==> src/verilog/tcc_pkg.sv <==
// Constants for the timer counter core: register indices, fields, resets.
// Assumes a word-addressed Avalon-MM slave, one register per word index.
package tcc_pkg;
  // ************************************************************
  // Geometry
  // ************************************************************
  localparam int          NUM_CH      = 4;
  localparam int          IDX_W       = 6;
  localparam logic [15:0] CNT_MAX     = 16'hFFFF;
  localparam logic [15:0] CNT_ONE     = 16'h0001;
  localparam logic [15:0] CNT_RST     = 16'h0000;
  localparam logic [7:0]  BYTE_ZERO   = 8'h00;
  localparam logic [31:0] WORD_ZERO   = 32'h0000_0000;
  localparam logic [5:0]  DIV64_LAST  = 6'h3F;
  localparam logic [5:0]  DIV64_ONE   = 6'h01;
  localparam logic [7:0]  PRE_ONE     = 8'h01;

  // ************************************************************
  // Register indices (byte address is four times the index)
  // ************************************************************
  localparam logic [5:0] IDX_MODE     = 6'h00;
  localparam logic [5:0] IDX_FORCE    = 6'h01;
  localparam logic [5:0] IDX_CNT_HI   = 6'h04;
  localparam logic [5:0] IDX_CNT_LO   = 6'h05;
  localparam logic [5:0] IDX_SYSCTL1  = 6'h06;
  localparam logic [5:0] IDX_TOV      = 6'h07;
  localparam logic [5:0] IDX_ACTION   = 6'h09;
  localparam logic [5:0] IDX_SYSCTL2  = 6'h0D;
  localparam logic [5:0] IDX_CHFLAG   = 6'h0E;
  localparam logic [5:0] IDX_OVFLAG   = 6'h0F;
  localparam logic [5:0] IDX_CMP_BASE = 6'h10;
  localparam logic [5:0] IDX_CMP_LAST = 6'h17;
  localparam logic [5:0] IDX_PRESC    = 6'h2E;
  localparam logic [5:0] IDX_CNT_WORD = 6'h30;

  // ************************************************************
  // Field positions
  // ************************************************************
  localparam int SC1_EN   = 7;
  localparam int SC1_SWAI = 6;
  localparam int SC1_SFRZ = 5;
  localparam int SC1_FFCA = 4;
  localparam int SC1_PRECISION_PRESCALE_SELECT = 3;
  localparam int OVF_TOF  = 7;
  localparam int PR_HI    = 2;

  // ************************************************************
  // Output actions on a compare event
  // ************************************************************
  typedef enum logic [1:0] {
    TCC_ACT_NONE = 2'h0,
    TCC_ACT_TGL  = 2'h1,
    TCC_ACT_LOW  = 2'h2,
    TCC_ACT_HIGH = 2'h3
  } tcc_act_t;
endpackage : tcc_pkg

==> src/verilog/tcc_prescaler.sv <==
// Prescaler for the timer counter core: counter tick and divide-by-64 pulse.
// Assumes run and selections come from registers on the same clock.
module tcc_prescaler (
  // Clock and reset
  input  wire logic       mclk,
  input  wire logic       sys_rst,
  // Control
  input  wire logic       run,
  input  wire logic       precise,
  input  wire logic [2:0] legacySel,
  input  wire logic [7:0] preciseDiv,
  // Pulses
  output logic            tick,
  output logic            div64
);
  // ************************************************************
  // State
  // ************************************************************
  typedef struct packed {
    logic [7:0] pre;
    logic       tick;
    logic [5:0] d64;
    logic       div64;
  } tcc_pre_t;

  tcc_pre_t   s_q;
  tcc_pre_t   s_d;
  logic [7:0] limit;

  // ************************************************************
  // Next state
  // ************************************************************
  always_comb begin
    s_d   = s_q;
    limit = precise ? preciseDiv
                    : 8'((tcc_pkg::PRE_ONE << legacySel) - tcc_pkg::PRE_ONE);
    s_d.tick  = 1'b0;
    s_d.div64 = 1'b0;
    if (run) begin
      // Never reset by a counter write, so the first period may vary
      if (s_q.pre >= limit) begin
        s_d.pre  = tcc_pkg::BYTE_ZERO;
        s_d.tick = 1'b1;
      end else begin
        s_d.pre = s_q.pre + tcc_pkg::PRE_ONE;
      end
      s_d.d64   = s_q.d64 + tcc_pkg::DIV64_ONE;
      s_d.div64 = (s_q.d64 == tcc_pkg::DIV64_LAST);
    end
  end

  always_ff @(posedge mclk) begin
    if (sys_rst) begin
      s_q <= '0;
    end else begin
      s_q <= s_d;
    end
  end

  assign tick  = s_q.tick;
  assign div64 = s_q.div64;
endmodule : tcc_prescaler

==> src/verilog/tcc_core.sv <==
// Timer counter core: 16-bit counter, four capture/compare channels.
// Assumes an Avalon-MM master on mclk and pins from outside the domain.
// What this block does
// - Writing a force bit performs that channel's compare action at once.
// - A forced compare action never sets the channel flag.
// - Forced action beats a simultaneous real match; flag stays clear.
// - The force register always reads as zero.
// - Bits of missing channels ignore writes and read zero.
// - Counter is 16 bits and counts up on each prescaled tick.
// - Software reads or writes the counter as one word at once.
// - Counter writes only take effect in special mode.
// - Prescaler is not restarted by a counter write.
// - Enable bit clear stops the prescaler and counter; forced actions and captures still work.
// - No divide-by-64 pulse while the timer is inactive.
// - Stop-in-wait halts timer and divide-by-64 during wait.
// - Stop-in-freeze halts only the counter during freeze.
// - Fast clear: capture read or compare write clears channel flag.
// - Fast clear: any counter access clears the overflow flag.
// - Precision bit picks eight-bit prescaler instead of legacy field.
// - Precision select bit accepts only its first write after reset.
// - Toggle-on-overflow flips a compare output on counter wrap.
// - Toggle-on-overflow beats a simultaneous forced action.
// - Channel mode bit: 0 input capture, 1 output compare.
// - Action bits: none, toggle, drive low, drive high.
module tcc_core (
  // Clock and reset
  input  wire logic        mclk,
  input  wire logic        sys_rst,
  // Avalon-MM slave
  input  wire logic [5:0]  avs_address,
  input  wire logic        avs_read,
  input  wire logic        avs_write,
  input  wire logic [31:0] avs_writedata,
  input  wire logic [3:0]  avs_byteenable,
  output logic      [31:0] avs_readdata,
  output logic             avs_waitrequest,
  // System modes
  input  wire logic        waitMode,
  input  wire logic        freezeMode,
  input  wire logic        specialMode,
  // Channel pins
  input  wire logic [3:0]  chanIn,
  output logic      [3:0]  chanOut,
  output logic      [3:0]  chanOe,
  // Pulse accumulator clock
  output logic             div64Tick
);
  // ************************************************************
  // State
  // ************************************************************
  typedef struct packed {
    logic        waitReq;
    logic [31:0] rdata;
    logic [15:0] cnt;
    logic [3:0]  channel_mode_bit;
    logic [7:0]  action;
    logic        en;
    logic        swai;
    logic        sfrz;
    logic        ffca;
    logic        precision_prescale_select;
    logic        prntLocked;
    logic [2:0]  pr;
    logic [7:0]  ptps;
    logic [3:0]  overflow_toggle_bit;
    logic [3:0]  cflag;
    logic        counter_overflow_flag;
    logic [63:0] cmp;
    logic [3:0]  forceS;
    logic [3:0]  pinOut;
    logic [3:0]  pinOe;
    logic [3:0]  sync1;
    logic [3:0]  sync2;
    logic [3:0]  sync3;
    logic [3:0]  stable;
  } tcc_state_t;

  tcc_state_t  s_q;
  tcc_state_t  s_d;
  logic        preTick;
  logic        paRun;
  logic        cntRun;
  logic        cntTick;
  logic        ovf;
  logic        wrEn;
  logic        rdAcc;
  logic        cntAccess;
  logic [15:0] cntNext;
  logic [7:0]  rdByte;
  logic [7:0]  wd;
  logic [5:0]  cmpOff;
  logic [3:0]  rise;

  // ************************************************************
  // Helpers
  // ************************************************************
  function automatic logic applyAct(input logic cur, input logic [1:0] a);
    case (tcc_pkg::tcc_act_t'(a))
      tcc_pkg::TCC_ACT_TGL:  applyAct = ~cur;
      tcc_pkg::TCC_ACT_LOW:  applyAct = 1'b0;
      tcc_pkg::TCC_ACT_HIGH: applyAct = 1'b1;
      default:               applyAct = cur;
    endcase
  endfunction : applyAct

  function automatic logic isCmp(input logic [5:0] idx);
    isCmp = (idx >= tcc_pkg::IDX_CMP_BASE) && (idx <= tcc_pkg::IDX_CMP_LAST);
  endfunction : isCmp

  // ************************************************************
  // Prescaler
  // ************************************************************
  tcc_prescaler tcc_prescaler_i (
    .mclk       (mclk),
    .sys_rst    (sys_rst),
    .run        (paRun),
    .precise    (s_q.precision_prescale_select),
    .legacySel  (s_q.pr),
    .preciseDiv (s_q.ptps),
    .tick       (preTick),
    .div64      (div64Tick)
  );

  // Freeze stops the counter only; wait stops the prescaler too
  assign paRun   = s_q.en && !(waitMode && s_q.swai);
  assign cntRun  = paRun && !(freezeMode && s_q.sfrz);
  assign cntTick = preTick && cntRun;
  assign cntNext = s_q.cnt + tcc_pkg::CNT_ONE;
  assign ovf     = cntTick && (s_q.cnt == tcc_pkg::CNT_MAX);

  // ************************************************************
  // Bus decode
  // ************************************************************
  // Requests are taken on the edge where waitrequest is low
  assign wrEn   = avs_write && !s_q.waitReq && avs_byteenable[0];
  assign rdAcc  = avs_read && !s_q.waitReq;
  assign wd     = avs_writedata[7:0];
  assign cmpOff = avs_address - tcc_pkg::IDX_CMP_BASE;
  assign cntAccess = (rdAcc || wrEn) &&
                     (avs_address == tcc_pkg::IDX_CNT_HI ||
                      avs_address == tcc_pkg::IDX_CNT_LO ||
                      avs_address == tcc_pkg::IDX_CNT_WORD);

  always_comb begin
    rdByte = tcc_pkg::BYTE_ZERO;
    case (avs_address)
      tcc_pkg::IDX_MODE:    rdByte = {4'h0, s_q.channel_mode_bit};
      tcc_pkg::IDX_FORCE:   rdByte = tcc_pkg::BYTE_ZERO;
      tcc_pkg::IDX_CNT_HI:  rdByte = s_q.cnt[15:8];
      tcc_pkg::IDX_CNT_LO:  rdByte = s_q.cnt[7:0];
      tcc_pkg::IDX_SYSCTL1: rdByte = {s_q.en, s_q.swai, s_q.sfrz, s_q.ffca,
                                      s_q.precision_prescale_select, 3'h0};
      tcc_pkg::IDX_TOV:     rdByte = {4'h0, s_q.overflow_toggle_bit};
      tcc_pkg::IDX_ACTION:  rdByte = s_q.action;
      tcc_pkg::IDX_SYSCTL2: rdByte = {5'h00, s_q.pr};
      tcc_pkg::IDX_CHFLAG:  rdByte = {4'h0, s_q.cflag};
      tcc_pkg::IDX_OVFLAG:  rdByte = {s_q.counter_overflow_flag, 7'h00};
      tcc_pkg::IDX_PRESC:   rdByte = s_q.ptps;
      default: begin
        if (isCmp(avs_address)) begin
          rdByte = cmpOff[0] ? s_q.cmp[16*cmpOff[2:1] +: 8]
                             : s_q.cmp[16*cmpOff[2:1] + 8 +: 8];
        end
      end
    endcase
  end

  // ************************************************************
  // Next state
  // ************************************************************
  always_comb begin
    s_d = s_q;
    // One wait cycle, then the answer edge
    s_d.waitReq = !(s_q.waitReq && (avs_read || avs_write));
    if (avs_read && s_q.waitReq) begin
      s_d.rdata = (avs_address == tcc_pkg::IDX_CNT_WORD)
                ? {16'h0000, s_q.cnt} : {24'h000000, rdByte};
    end

    // Pin synchroniser; a change counts once stages two and three agree
    s_d.sync1  = chanIn;
    s_d.sync2  = s_q.sync1;
    s_d.sync3  = s_q.sync2;
    s_d.stable = (s_q.sync2 & s_q.sync3) |
                 (s_q.stable & (s_q.sync2 ^ s_q.sync3));
    rise = s_d.stable & ~s_q.stable;

    // Counter
    if (cntTick) begin
      s_d.cnt = cntNext;
    end
    if (wrEn && specialMode) begin
      if (avs_address == tcc_pkg::IDX_CNT_HI) begin
        s_d.cnt[15:8] = wd;
      end
      if (avs_address == tcc_pkg::IDX_CNT_LO) begin
        s_d.cnt[7:0] = wd;
      end
      if (avs_address == tcc_pkg::IDX_CNT_WORD && avs_byteenable[1]) begin
        s_d.cnt = avs_writedata[15:0];
      end
    end

    // Overflow flag; hardware set wins over any clear
    s_d.counter_overflow_flag = ovf || (s_q.counter_overflow_flag &&
              !(wrEn && avs_address == tcc_pkg::IDX_OVFLAG &&
                wd[tcc_pkg::OVF_TOF]) &&
              !(s_q.ffca && cntAccess));

    // Control registers
    s_d.forceS = '0;
    if (wrEn) begin
      case (avs_address)
        tcc_pkg::IDX_MODE:    s_d.channel_mode_bit    = wd[3:0];
        tcc_pkg::IDX_FORCE:   s_d.forceS = wd[3:0];
        tcc_pkg::IDX_TOV:     s_d.overflow_toggle_bit    = wd[3:0];
        tcc_pkg::IDX_ACTION:  s_d.action = wd;
        tcc_pkg::IDX_SYSCTL2: s_d.pr     = wd[tcc_pkg::PR_HI:0];
        tcc_pkg::IDX_PRESC:   s_d.ptps   = wd;
        tcc_pkg::IDX_SYSCTL1: begin
          s_d.en   = wd[tcc_pkg::SC1_EN];
          s_d.swai = wd[tcc_pkg::SC1_SWAI];
          s_d.sfrz = wd[tcc_pkg::SC1_SFRZ];
          s_d.ffca = wd[tcc_pkg::SC1_FFCA];
          if (!s_q.prntLocked) begin
            s_d.precision_prescale_select       = wd[tcc_pkg::SC1_PRECISION_PRESCALE_SELECT];
            s_d.prntLocked = 1'b1;
          end
        end
        default: begin
          if (isCmp(avs_address)) begin
            if (cmpOff[0]) begin
              s_d.cmp[16*cmpOff[2:1] +: 8] = wd;
            end else begin
              s_d.cmp[16*cmpOff[2:1] + 8 +: 8] = wd;
            end
          end
        end
      endcase
    end

    // Channels
    for (int i = 0; i < tcc_pkg::NUM_CH; i++) begin
      logic       oc;
      logic       match;
      logic       forced;
      logic       setF;
      logic       clrF;
      logic [1:0] act;
      oc     = s_q.channel_mode_bit[i];
      act    = s_q.action[2*i +: 2];
      match  = oc && cntTick && (cntNext == s_q.cmp[16*i +: 16]);
      forced = oc && s_q.forceS[i];
      s_d.pinOe[i] = oc && (act != 2'h0);
      if (oc && ovf && s_q.overflow_toggle_bit[i]) begin
        s_d.pinOut[i] = ~s_q.pinOut[i];
      end else if (forced) begin
        s_d.pinOut[i] = applyAct(s_q.pinOut[i], act);
      end else if (match) begin
        s_d.pinOut[i] = applyAct(s_q.pinOut[i], act);
      end
      if (!oc && rise[i]) begin
        s_d.cmp[16*i +: 16] = s_q.cnt;
      end
      setF = (match && !forced) || (!oc && rise[i]);
      clrF = (wrEn && avs_address == tcc_pkg::IDX_CHFLAG && wd[i]) ||
             (s_q.ffca && isCmp(avs_address) && cmpOff[2:1] == 2'(i) &&
              ((rdAcc && !oc) || (wrEn && oc)));
      s_d.cflag[i] = setF || (s_q.cflag[i] && !clrF);
    end
  end

  always_ff @(posedge mclk) begin
    if (sys_rst) begin
      s_q         <= '0;
      s_q.waitReq <= 1'b1;
    end else begin
      s_q <= s_d;
    end
  end

  assign avs_readdata    = s_q.rdata;
  assign avs_waitrequest = s_q.waitReq;
  assign chanOut         = s_q.pinOut;
  assign chanOe          = s_q.pinOe;

  // ************************************************************
  // Checks
  // ************************************************************
  force_read_zero_a: assert property (
    @(posedge mclk) disable iff (sys_rst)
    (avs_read && s_q.waitReq && avs_address == tcc_pkg::IDX_FORCE)
    |=> (avs_readdata == tcc_pkg::WORD_ZERO))
    else $error("force register read nonzero");

  forced_no_flag_a: assert property (
    @(posedge mclk) disable iff (sys_rst)
    (s_q.forceS[0] && s_q.channel_mode_bit[0] && !s_q.cflag[0]) |=> !s_q.cflag[0])
    else $error("forced compare set a flag");

  wait_answer_a: assert property (
    @(posedge mclk) disable iff (sys_rst)
    ((avs_read || avs_write) && avs_waitrequest) |=> !avs_waitrequest)
    else $error("bus answer late");

  counter_hold_a: assert property (
    @(posedge mclk) disable iff (sys_rst)
    (!s_q.en && !specialMode) |=> $stable(s_q.cnt))
    else $error("counter moved while disabled");

  normal_write_a: assert property (
    @(posedge mclk) disable iff (sys_rst)
    (wrEn && !specialMode && !cntTick) |=> $stable(s_q.cnt))
    else $error("counter written in normal mode");

  wrap_flag_a: assert property (
    @(posedge mclk) disable iff (sys_rst)
    (cntTick && s_q.cnt == tcc_pkg::CNT_MAX)
    |=> (s_q.counter_overflow_flag && s_q.cnt == tcc_pkg::CNT_RST) or (specialMode && s_q.counter_overflow_flag))
    else $error("wrap did not set overflow");

  precision_prescale_select_once_a: assert property (
    @(posedge mclk) disable iff (sys_rst)
    s_q.prntLocked |=> ($stable(s_q.precision_prescale_select) && s_q.prntLocked))
    else $error("precision select rewritten");

  ovf_toggle_a: assert property (
    @(posedge mclk) disable iff (sys_rst)
    (ovf && |(s_q.overflow_toggle_bit & s_q.channel_mode_bit))
    |=> (((chanOut ^ $past(chanOut)) & $past(s_q.overflow_toggle_bit) & $past(s_q.channel_mode_bit))
         == ($past(s_q.overflow_toggle_bit) & $past(s_q.channel_mode_bit))))
    else $error("overflow toggle missing");

  force_action_a: assert property (
    @(posedge mclk) disable iff (sys_rst)
    (s_q.forceS[1] && s_q.channel_mode_bit[1] && !(ovf && s_q.overflow_toggle_bit[1]) &&
     s_q.action[3:2] == tcc_pkg::TCC_ACT_LOW) |=> !chanOut[1])
    else $error("forced drive low missing");

  wait_div64_a: assert property (
    @(posedge mclk) disable iff (sys_rst)
    (waitMode && s_q.swai) |=> !div64Tick)
    else $error("divide-by-64 during wait stop");

  div64_idle_a: assert property (
    @(posedge mclk) disable iff (sys_rst)
    (!s_q.en)[*2] |-> !div64Tick)
    else $error("divide-by-64 while inactive");
endmodule : tcc_core

==> config.mk <==
export PLATFORM = sky130hd
export DESIGN_NAME = tcc_core
export DESIGN_NICKNAME = d
export VERILOG_FILES = /design/src/verilog/tcc_pkg.sv /design/src/verilog/tcc_prescaler.sv /design/src/verilog/tcc_core.sv
export SDC_FILE = /design/constraint.sdc
export NUM_CORES = 1
export LEC_CHECK = 0
export ABC_AREA = 1
export CORE_AREA = 5 5 156 158
export CTS_BUF_LIST = sky130_fd_sc_hd__clkbuf_8 sky130_fd_sc_hd__clkbuf_16
export CTS_CLUSTER_DIAMETER = 50
export CTS_CLUSTER_SIZE = 24
export DETAILED_ROUTE_END_ITERATION = 10
export DIE_AREA = 0 0 161 163
export DONT_BUFFER_PORTS = 1
export PLACE_DENSITY = 0.62
export SLEW_MARGIN = 5
export SYNTH_ARGS = -nofsm -noshare
export SYNTH_HDL_FRONTEND = slang
export SYNTH_HIERARCHICAL = 1
export SYNTH_SLANG_ARGS = --single-unit
==> constraint.sdc <==
create_clock -name mclk -period 3.1 [get_ports mclk]
set_clock_uncertainty 0.2 [all_clocks]
set_input_delay 0.62 -clock mclk [delete_from_list [all_inputs] [get_ports mclk]]
set_output_delay 0.62 -clock mclk [all_outputs]
set_load 0.02 [all_outputs]
==> results_dict.tcl <==
set metrics [dict create \
    place.gp.congestion 1.11 \
    synth.avg_cell_area_um2 6.60 \
    yosys-top-cells-area "dfxtp_1, nand2_1, o21ai_0, a21oi_1, inv_1" \
    clock_path_buffers 2 \
    clockRootBuffer "clkbuf_16" \
    cts-resized-gates 0 \
    worst-setup-path-type "flop to flop" \
    syn_inst 1690 \
    required_ns 3.24 \
    fin_util 0.531 \
    wirelength_um 48400 \
    portBuffers 0 \
    synth_warnings 6 \
    diodes 0 \
    clk_latency_ns 0.45 \
    grt-ovfl-total 0 \
    htreeDepth 4 \
    dieHeight_um 163 \
    worst_pin_slew_ns 0.760 \
    yosys.area.top_type "dfxtp_1" \
    power.share.clock 0.461 \
    switching_share 0.296 \
    hold_viol_final 0 \
    setup.worst_path.end_class "flop" \
    nNetsFinal 1781 \
    grt_pass1_wl_um 71000 \
    drtAntennaViolNets 0 \
    p_comb_frac 0.070 \
    cp-start-kind "flop" \
    row_count 56 \
    ctsHoldBuffers 0 \
    p_per_area_nw_per_um2 414 \
    cts.sinks 179 \
    power_switching_uw 1490 \
    core-area_um2 23000 \
    yosysTopAreaCellShare 0.321 \
    cts_tree "yes" \
    period_minus_slack_ns 2.94 \
    drc 0 \
    hpwl_um 37000 \
    final_common_cell "nand2_1" \
    die_area_um2 26200 \
    path_max_fanout 6 \
    leakage_uw 0.00489 \
    ys_seq_area_frac 0.321 \
    post_cts_buffers 0 \
    antenna_found_initial 2 \
    viasPerCell 6.11 \
    fin_tns_setup_ns 0 \
    grt.total_usage 0.363 \
    synth_edf_count 0 \
    cts_buffers 17 \
    fmax_mhz 340 \
    setup_viol 0 \
    drv_cap 0 \
    dpl_cell_area_um2 11600 \
    internal_power_uw 3560 \
    wl_per_cell_um 24.2 \
    dr_total_vias 12232 \
    p_seq_frac 0.469 \
    grt_max_degree 53 \
    drive_gt1_frac 0.100 \
    dp_cells 1970 \
    crit_arrival_ns 3.08 \
    finish.instance_area_um2 12200 \
    synth_ff_type "dfxtp_1" \
    holdCritPathClass "input port to flop" \
    area.growth.synth_to_final_pct 9.41 \
    outcome "complete, no violations" \
    rsz0062_at_grt "false" \
    fin_crit_sh 0.950 \
    grt_pass1_vias 11068 \
    slew-limit-headroom 0.489 \
    yosysUniqueCellTypes 50 \
    instances_no_fill 2002 \
    drt_iter0_markers 1621 \
    ys_ff_latch 179 \
    async_reset_ff_frac 0 \
    die_w_um 161 \
    final_max_slew_viol_count 0 \
    irDropWorstVdd_v 0.000267 \
    final_cell_mix "nand2_1, dfxtp_1, inv_1" \
    firstDrtPassIters 8 \
    synth_area_um2 11200 \
    io_pins 95 \
    start_util 0.485 \
    cts.clk_slew.worst_paths_ns 0.09 \
]
==> path summary, 6_finish.rpt <==
kind                             end  cells after the start                 from  slack [ns]
max          chanOut[0]$_SDFFE_PP0P_                     13  s_q[133]$_SDFF_PP0_        0.16
min            s_q[109]$_SDFFE_PP0P_                      1              sys_rst        0.05
min reg2reg        s_d[6]$_SDFF_PP0_                      2   s_d[10]$_SDFF_PP0_        0.21
max reg2reg  chanOut[0]$_SDFFE_PP0P_                     13  s_q[133]$_SDFF_PP0_        0.16
==> kinds of logic after synthesis <==
group,Yosys count,share of synthesized area
AND/OR/NAND/NOR,738,0.296
other,1,0.000336
XOR/XNOR,12,0.0113
flip-flops,179,0.321
AO/OA/AOI/OAI,432,0.218
multiplexers,3,0.00269
buffers and inverters,296,0.118
adder cells (fa/ha/maj),29,0.0325
==> metrics by stage <==
step / hold WS (ns) / worst slack [ns] / total power, uW
floorplan: 0.188 / 0.268 / 2680
global placement: 0.191 / 0.289 / 2760
detailed placement: 0.198 / 0.293 / 2760
CTS: 0.0414 / 0.307 / 5050
global route: 0.0358 / 0.0506 / 5180
finish: 0.0485 / 0.156 / 5060
==> cell usage after synthesis (all sizes together), types with 2 or more instances <==
master   instances
nand4           33
ha              29
nor2           174
o22ai           76
nand3          129
or3b             4
nor3            25
clkinv           4
a31oi           23
o221ai           5
o211ai          18
o2111ai         10
o21ai          153
dfxtp          179
buf             72
clkbuf          35
nand2          362
a211oi           2
nand3b           9
xnor2            2
xor2             9
a221oi           3
a21oi          138
inv            185
mux2i            3
==> routing by layer <==
layer,vias up,global-route usage,wire (um)
li1,5688,-,-
met1,5598,0.479,19400
met2,778,0.564,20700
met3,164,0.0944,5580
met4,4,0.156,2620
met5,-,0,20
==> state kept, by name, summed over array words and instances (netlist names) <==
register,cells
s_q,130
s_d,8
tcc_prescaler_i/div64,1
tcc_prescaler_i/s_q,14
avs_waitrequest,1
chanOe,4
chanOut,4
avs_readdata,16
tcc_prescaler_i/tick,1
==> final cells by class <==
cell class                 instances  area, um^2
clock buffer                      19         453
clock inverter                    13         161
fill                            2384       10800
inverter                         189         709
multi-input combinational       1230        6310
sequential                       179        3580
tap                              290         363
timing repair buffer              82         628
==> worst max-delay path, cell delays in order (launching register included) <==
cell	delay, ns
dfxtp_1	0.64
nand3_1	0.27
nor2_2	0.28
nand2_1	0.22
nand2_1	0.19
inv_1	0.10
nor2_1	0.18
nor2_1	0.07
nand2_1	0.13
nor2_1	0.07
nand3_1	0.17
nand3_1	0.13
a21oi_1	0.14
nor2_1	0.06
==> power groups by stage <==
stage                     registers [uW]  logic [uW]  clock network [uW]
after floorplan                     2400         287                   0
after global placement              2420         340                   0
after detailed placement            2420         340                   0
after CTS                           2370         342                2340
after global routing                2370         383                2430
final                               2370         355                2330
Note: power is estimated with default switching activity, not from simulation.
